### config.mk
export PLATFORM = sky130hd
export DESIGN_NAME = domain_map_lookup
export DESIGN_NICKNAME = d
export VERILOG_FILES = /design/src/hw/pex_pkg.sv /design/src/hw/domain_map_lookup.sv
export SDC_FILE = /design/constraint.sdc
export NUM_CORES = 1
export LEC_CHECK = 0
export BUFFER_PORTS_ARGS = -buffer_cell sky130_fd_sc_hd__buf_2
export CAP_MARGIN = 20
export CORE_ASPECT_RATIO = 0.7
export CORE_MARGIN = 4
export CORE_UTILIZATION = 36
export DETAILED_ROUTE_END_ITERATION = 8
export PLACE_DENSITY = 0.83
export RECOVER_POWER = 25
export SYNTH_ARGS = -nofsm -noshare
export SYNTH_HDL_FRONTEND = slang
export SYNTH_SLANG_ARGS = --single-unit
### constraint.sdc
create_clock -name vclk -period 2.05
set_input_delay 0.205 -clock vclk [all_inputs]
set_output_delay 0.205 -clock vclk [all_outputs]
set_load 0.02 [all_outputs]
### src/hw/pex_pkg.sv
// Constants, field layouts and helpers for the page exclusion access checker
package pex_pkg;
  // Capability block byte offsets
  localparam logic [3:0] OFF_HEADER = 4'h0;
  localparam logic [3:0] OFF_SELECT = 4'h4;
  localparam logic [3:0] OFF_DATA = 4'h8;
  // Capability header layout
  localparam logic [7:0] CAP_ID = 8'h0F;
  localparam logic [2:0] CAP_BLOCK_TYPE = 3'h0;
  localparam int HDR_NEXT_LSB = 8;
  localparam int HDR_TYPE_LSB = 16;
  localparam int HDR_MCE_BIT = 20;
  localparam int HDR_INTR_BIT = 21;
  // Indirect select layout
  localparam int SEL_INDEX_LSB = 0;
  localparam int SEL_FUNC_LSB = 8;
  // Function codes of the indirect select word
  localparam logic [2:0] FN_BASE_LO = 3'h0;
  localparam logic [2:0] FN_BASE_HI = 3'h1;
  localparam logic [2:0] FN_MAP = 3'h2;
  localparam logic [2:0] FN_CAP = 3'h3;
  localparam logic [2:0] FN_CTL = 3'h4;
  localparam logic [2:0] FN_ERR_STATUS = 3'h5;
  localparam logic [2:0] FN_ERR_ADDR_LO = 3'h6;
  localparam logic [2:0] FN_ERR_ADDR_HI = 3'h7;
  // Protection control register
  localparam int CTL_ENABLE = 0;
  localparam int CTL_IO_BLOCK = 2;
  localparam int CTL_FLUSH = 4;
  localparam int CTL_NO_SNOOP = 6;
  localparam logic [31:0] CTL_WMASK = 32'h0000005F;
  localparam logic [31:0] CTL_RESET = 32'h00000000;
  // Table base low word layout; high word holds address bits 39:32
  localparam int BASE_V = 0;
  localparam int BASE_P = 1;
  localparam int BASE_SIZE_LSB = 2;
  localparam int BASE_ADDR_LSB = 12;
  localparam logic [31:0] BASE_HI_WMASK = 32'h000000FF;
  // Mapping register layout
  localparam int MAP_UNIT0_LSB = 0;
  localparam int MAP_V0 = 5;
  localparam int MAP_UNIT1_LSB = 6;
  localparam int MAP_V1 = 11;
  localparam int MAP_BUS_LSB = 12;
  localparam int MAP_DOM0_LSB = 20;
  localparam int MAP_DOM1_LSB = 26;
  // Sizes
  localparam int N_DOMAINS = 4;
  localparam int N_MAPS = 3;
  localparam int CAP_REV_LSB = 0;
  localparam int CAP_NMAPS_LSB = 8;
  localparam int CAP_NDOM_LSB = 16;
  // Address decomposition
  localparam int PAGE_SHIFT = 12;
  localparam int FRAME_W = 28;
  localparam int COVER_SHIFT = 20;
  localparam int WORD_IDX_W = 23;
  localparam int CACHE_IDX_W = 4;
  localparam int CACHE_DEPTH = 16;
  localparam int TAG_W = 21;
  // Error status layout
  localparam int ERR_VALID = 0;
  localparam int ERR_WRITE = 1;
  localparam int ERR_BUS_LSB = 8;
  localparam int ERR_UNIT_LSB = 16;
  // Request kinds
  localparam logic [1:0] KIND_MEM = 2'h0;
  localparam logic [1:0] KIND_IO = 2'h1;
  localparam logic [1:0] KIND_CFG = 2'h2;

  // Cache line slot of a page frame number
  function automatic logic [CACHE_IDX_W-1:0] cache_slot(input logic [FRAME_W-1:0] frame);
    cache_slot = frame[8:5];
  endfunction

  // Cache tag of a domain and page frame number
  function automatic logic [TAG_W-1:0] cache_tag(input logic [1:0] dom,
                                                 input logic [FRAME_W-1:0] frame);
    cache_tag = {dom, frame[27:9]};
  endfunction
endpackage

### src/hw/domain_map_lookup.sv
// Requester bus/unit to protection domain lookup over the mapping registers
`timescale 1ns/1ps
module domain_map_lookup
  import pex_pkg::*;
(
  input wire logic [32*N_MAPS-1:0] maps,
  input wire logic [7:0] bus,
  input wire logic [4:0] unit,
  output logic [5:0] domain
);
  // First matching valid entry wins; no match leaves domain zero
  always_comb begin
    domain = 6'h00;
    for (int i = N_MAPS - 1; i >= 0; i--) begin
      if (maps[32*i+MAP_BUS_LSB +: 8] == bus) begin
        if (maps[32*i+MAP_V1] && maps[32*i+MAP_UNIT1_LSB +: 5] == unit) begin
          domain = maps[32*i+MAP_DOM1_LSB +: 6];
        end
        if (maps[32*i+MAP_V0] && maps[32*i+MAP_UNIT0_LSB +: 5] == unit) begin
          domain = maps[32*i+MAP_DOM0_LSB +: 6];
        end
      end
    end
  end
endmodule // domain_map_lookup

==> results.md <==
- Met1 routed wirelength after detailed routing: 1720 um
- Post-Synthesis Cell Area: 1020 um^2
- Count of maximum capacitance violations: 0
- Max incr delay on CP: 0.25 ns
- Setup crit end kind: primary output
- Fraction of the yosys area taken by sequential cells: 0%
- Number of nets in the final layout: 358
- Count of endpoints failing setup in the final report: 0
- Count of standard-cell rows: 15
- Io pins: 115
- Summed negative setup slack over all endpoints: 0 ns
- Post-DP HPWL: 3640 um
- Run status: completed
- Antenna diodes: 0
- Drt drc: 0
- CP Launch Type: primary input
- Relative area change from synthesis to final layout: 80.0%
- Most used cell, CP: buf_4
- DIE WIDTH: 71.5 um
- Total area of sequential cells: 0 um^2
- Antenna violations before repair: 0
- RSZ-0062 raised after global routing: true
- Count of hold-fix buffers inserted at cts: 0
- Hold Path Class: in2out
- Required @ worst endpoint: 1.85 ns
- Slew at the pin closest to its max-slew limit: 0.301 ns
- Fmax: 0.490 GHz
- Fill cell total of the finished layout: 235
- Type of the setup path with the least slack: in2out
- Met2 WL: 1950 um
- Share of the clock period used by the worst path: 99.5%
- Worst rel slew slack: 79.9%
- Worst supply voltage drop on vdd: 108 uV
- Total die area: 3750 um^2
- Number of global-route vias before repair: 1312
- Total length of routed met3 wires: 401 um
- Highest metal layer with signal wires: met4
- Final period demand of the worst path: 2.04 ns
- YS warnings: 0
- Pwr Density: 163 nW/um^2
- Overflow left after global routing: 0
- Remaining antenna violation count: 0
- Critical-path cell list: buf_4 -> buf_4 -> xor2_1 -> nor4_2 -> nand3_2 -> nor2b_4 -> o21a_4 -> a221oi_2 -> buf_4
- Detailed-route via count: 1396
- WL per Instance: 14.5 um
- Die Ht: 52.4 um
- Initial Util: 39.5%
- Number of endpoints with negative hold slack in the final report: 0
- Combined global-route utilization of all metal layers: 20.0%
- DR pass1 iterations: 4
- Pin count of the biggest net entering global routing: 7
- Critical path arrival: 1.83 ns
- Detail-routed via count per cell: 4.97
- Core area: 2570 um^2
- Count of pins over their slew limit: 0
- Routability cong.: 0.843
- Clock buffer cells: 0
- Count of input and output buffers: 115
- Total routed wirelength: 4080 um
- Starting DRT DRC Count: 60
- Synthesized instance count: 122
- Synth Net Count: 231
- CP max FO: 5
- Cell area after placement: 1660 um^2
- Syn Area/Cell: 8.33 um^2
- Unique cell type count in the Yosys netlist: 28
- Number of flip-flops and latches: 0
- Area of all placed cells without fillers: 1830 um^2
- Slowest cell on the critical path: a221oi_2
- Cell leakage power: 0.000807 uW
- Proportion of layout cells with a drive suffix above 1: 61.9%
- Global-route wire length before repair: 6040 um
[routing by layer]
| metal | GRT usage (%) | vias up |
|---|---|---|
| li1 | - | 708 |
| met1 | 29.4 | 621 |
| met2 | 33.2 | 65 |
| met3 | 1.92 | 2 |
| met4 | 0 | 0 |
| met5 | 0 | - |
[placed cells by master (no fill, tap or decap)]
cell / count
buf_2: 102
xnor2_1: 36
buf_4: 23
xor2_1: 13
o22ai_1: 9
nand4_1: 8
nand2_1: 6
buf_6: 6
nor4_2: 3
a32o_1: 3
o22a_1: 3
o221a_1: 3
and2_1: 3
a221oi_2: 3
nor2_1: 2
nand3_2: 2
xor2_2: 2
xnor2_2: 2
a32oi_1: 2
inv_1: 1
nor4_1: 1
and3_2: 1
nor2b_4: 1
or2_1: 1
xor2_4: 1
nor4_4: 1
nand3_1: 1
a211o_1: 1
o21ai_1: 1
nor3_2: 1
nand2_2: 1
o2111ai_2: 1
o21a_4: 1
a32oi_2: 1
and2_4: 1
[cell usage after synthesis, types with 2 or more instances]
cell,n,area [um^2]
nand4_1,8,50.1
xnor2_1,38,333
nor2_1,2,7.51
o22ai_1,9,56.3
nor4_2,4,50.1
a221oi_2,3,45.0
nand2_1,7,26.3
a32o_1,3,30.0
nand3_2,2,20.0
o22a_1,3,26.3
and2_1,3,18.8
a32oi_1,3,26.3
xor2_1,16,140
buf_6,5,56.3
o221a_1,3,33.8
[cell families after synthesis]
group | count (synthesis) | share of synthesized area, %
buf+inv | 7 | 6.40
simple gates | 33 | 22.5
compound gates | 28 | 24.5
xor+xnor | 54 | 46.6
[where the power goes]
part / switching [uW] / internal (uW) / total, uW
Clock: 0 / 0 / 0
Sequential: 0 / 0 / 0
Combinational: 125 / 173 / 299
[layout make-up]
type                            instances  area, um^2  share of cell area, %
Tap cell                               34        42.5                   2.33
Timing Repair Buffer                  131         751                   41.0
Inverter                                1        3.75                  0.205
Multi-Input combinational cell        115        1030                   56.4
[worst max-delay path, delay by kind of cell]
kind / cells / cell delay, ns
buffers and inverters: 3 / 0.46
and+or+nand+nor: 3 / 0.56
AOI/OAI and AO/OA: 2 / 0.46
xor gates and xnor gates: 1 / 0.16
[what timing repair did]
action | CTS | global route
pin swaps | 9 | 12
gates resized for setup | 8 | 22
endpoints found under the hold margin | 0 | 0
setup buffers | 2 | 2
setup endpoints to repair | 5 | 6
[path summary, 6_finish.rpt]
| check | start | to | slack, ns | cells after the start |
|---|---|---|---|---|
| hold / removal | maps[61] | domain[3] | 0.88 | 4 |
| setup / recovery | unit[0] | domain[2] | 0.01 | 9 |
[per-stage QoR]
stage / total power, uW / setup WS (ns) / std cells / util, % / hold slack, ns
floorplan: 132 / 0.0386 / 122 / - / 0.649
global placement: 267 / -0.0413 / 277 / 64.7 / 0.868
detailed placement: 270 / -0.0806 / 277 / 64.7 / 0.871
CTS: 276 / -0.0104 / 279 / 66.2 / 0.871
global route: 326 / -0.0865 / 281 / 71.1 / 0.912
finish: 299 / 0.0101 / 281 / 71.1 / 0.880
No activity file was read; power rests on OpenSTA's default activity.
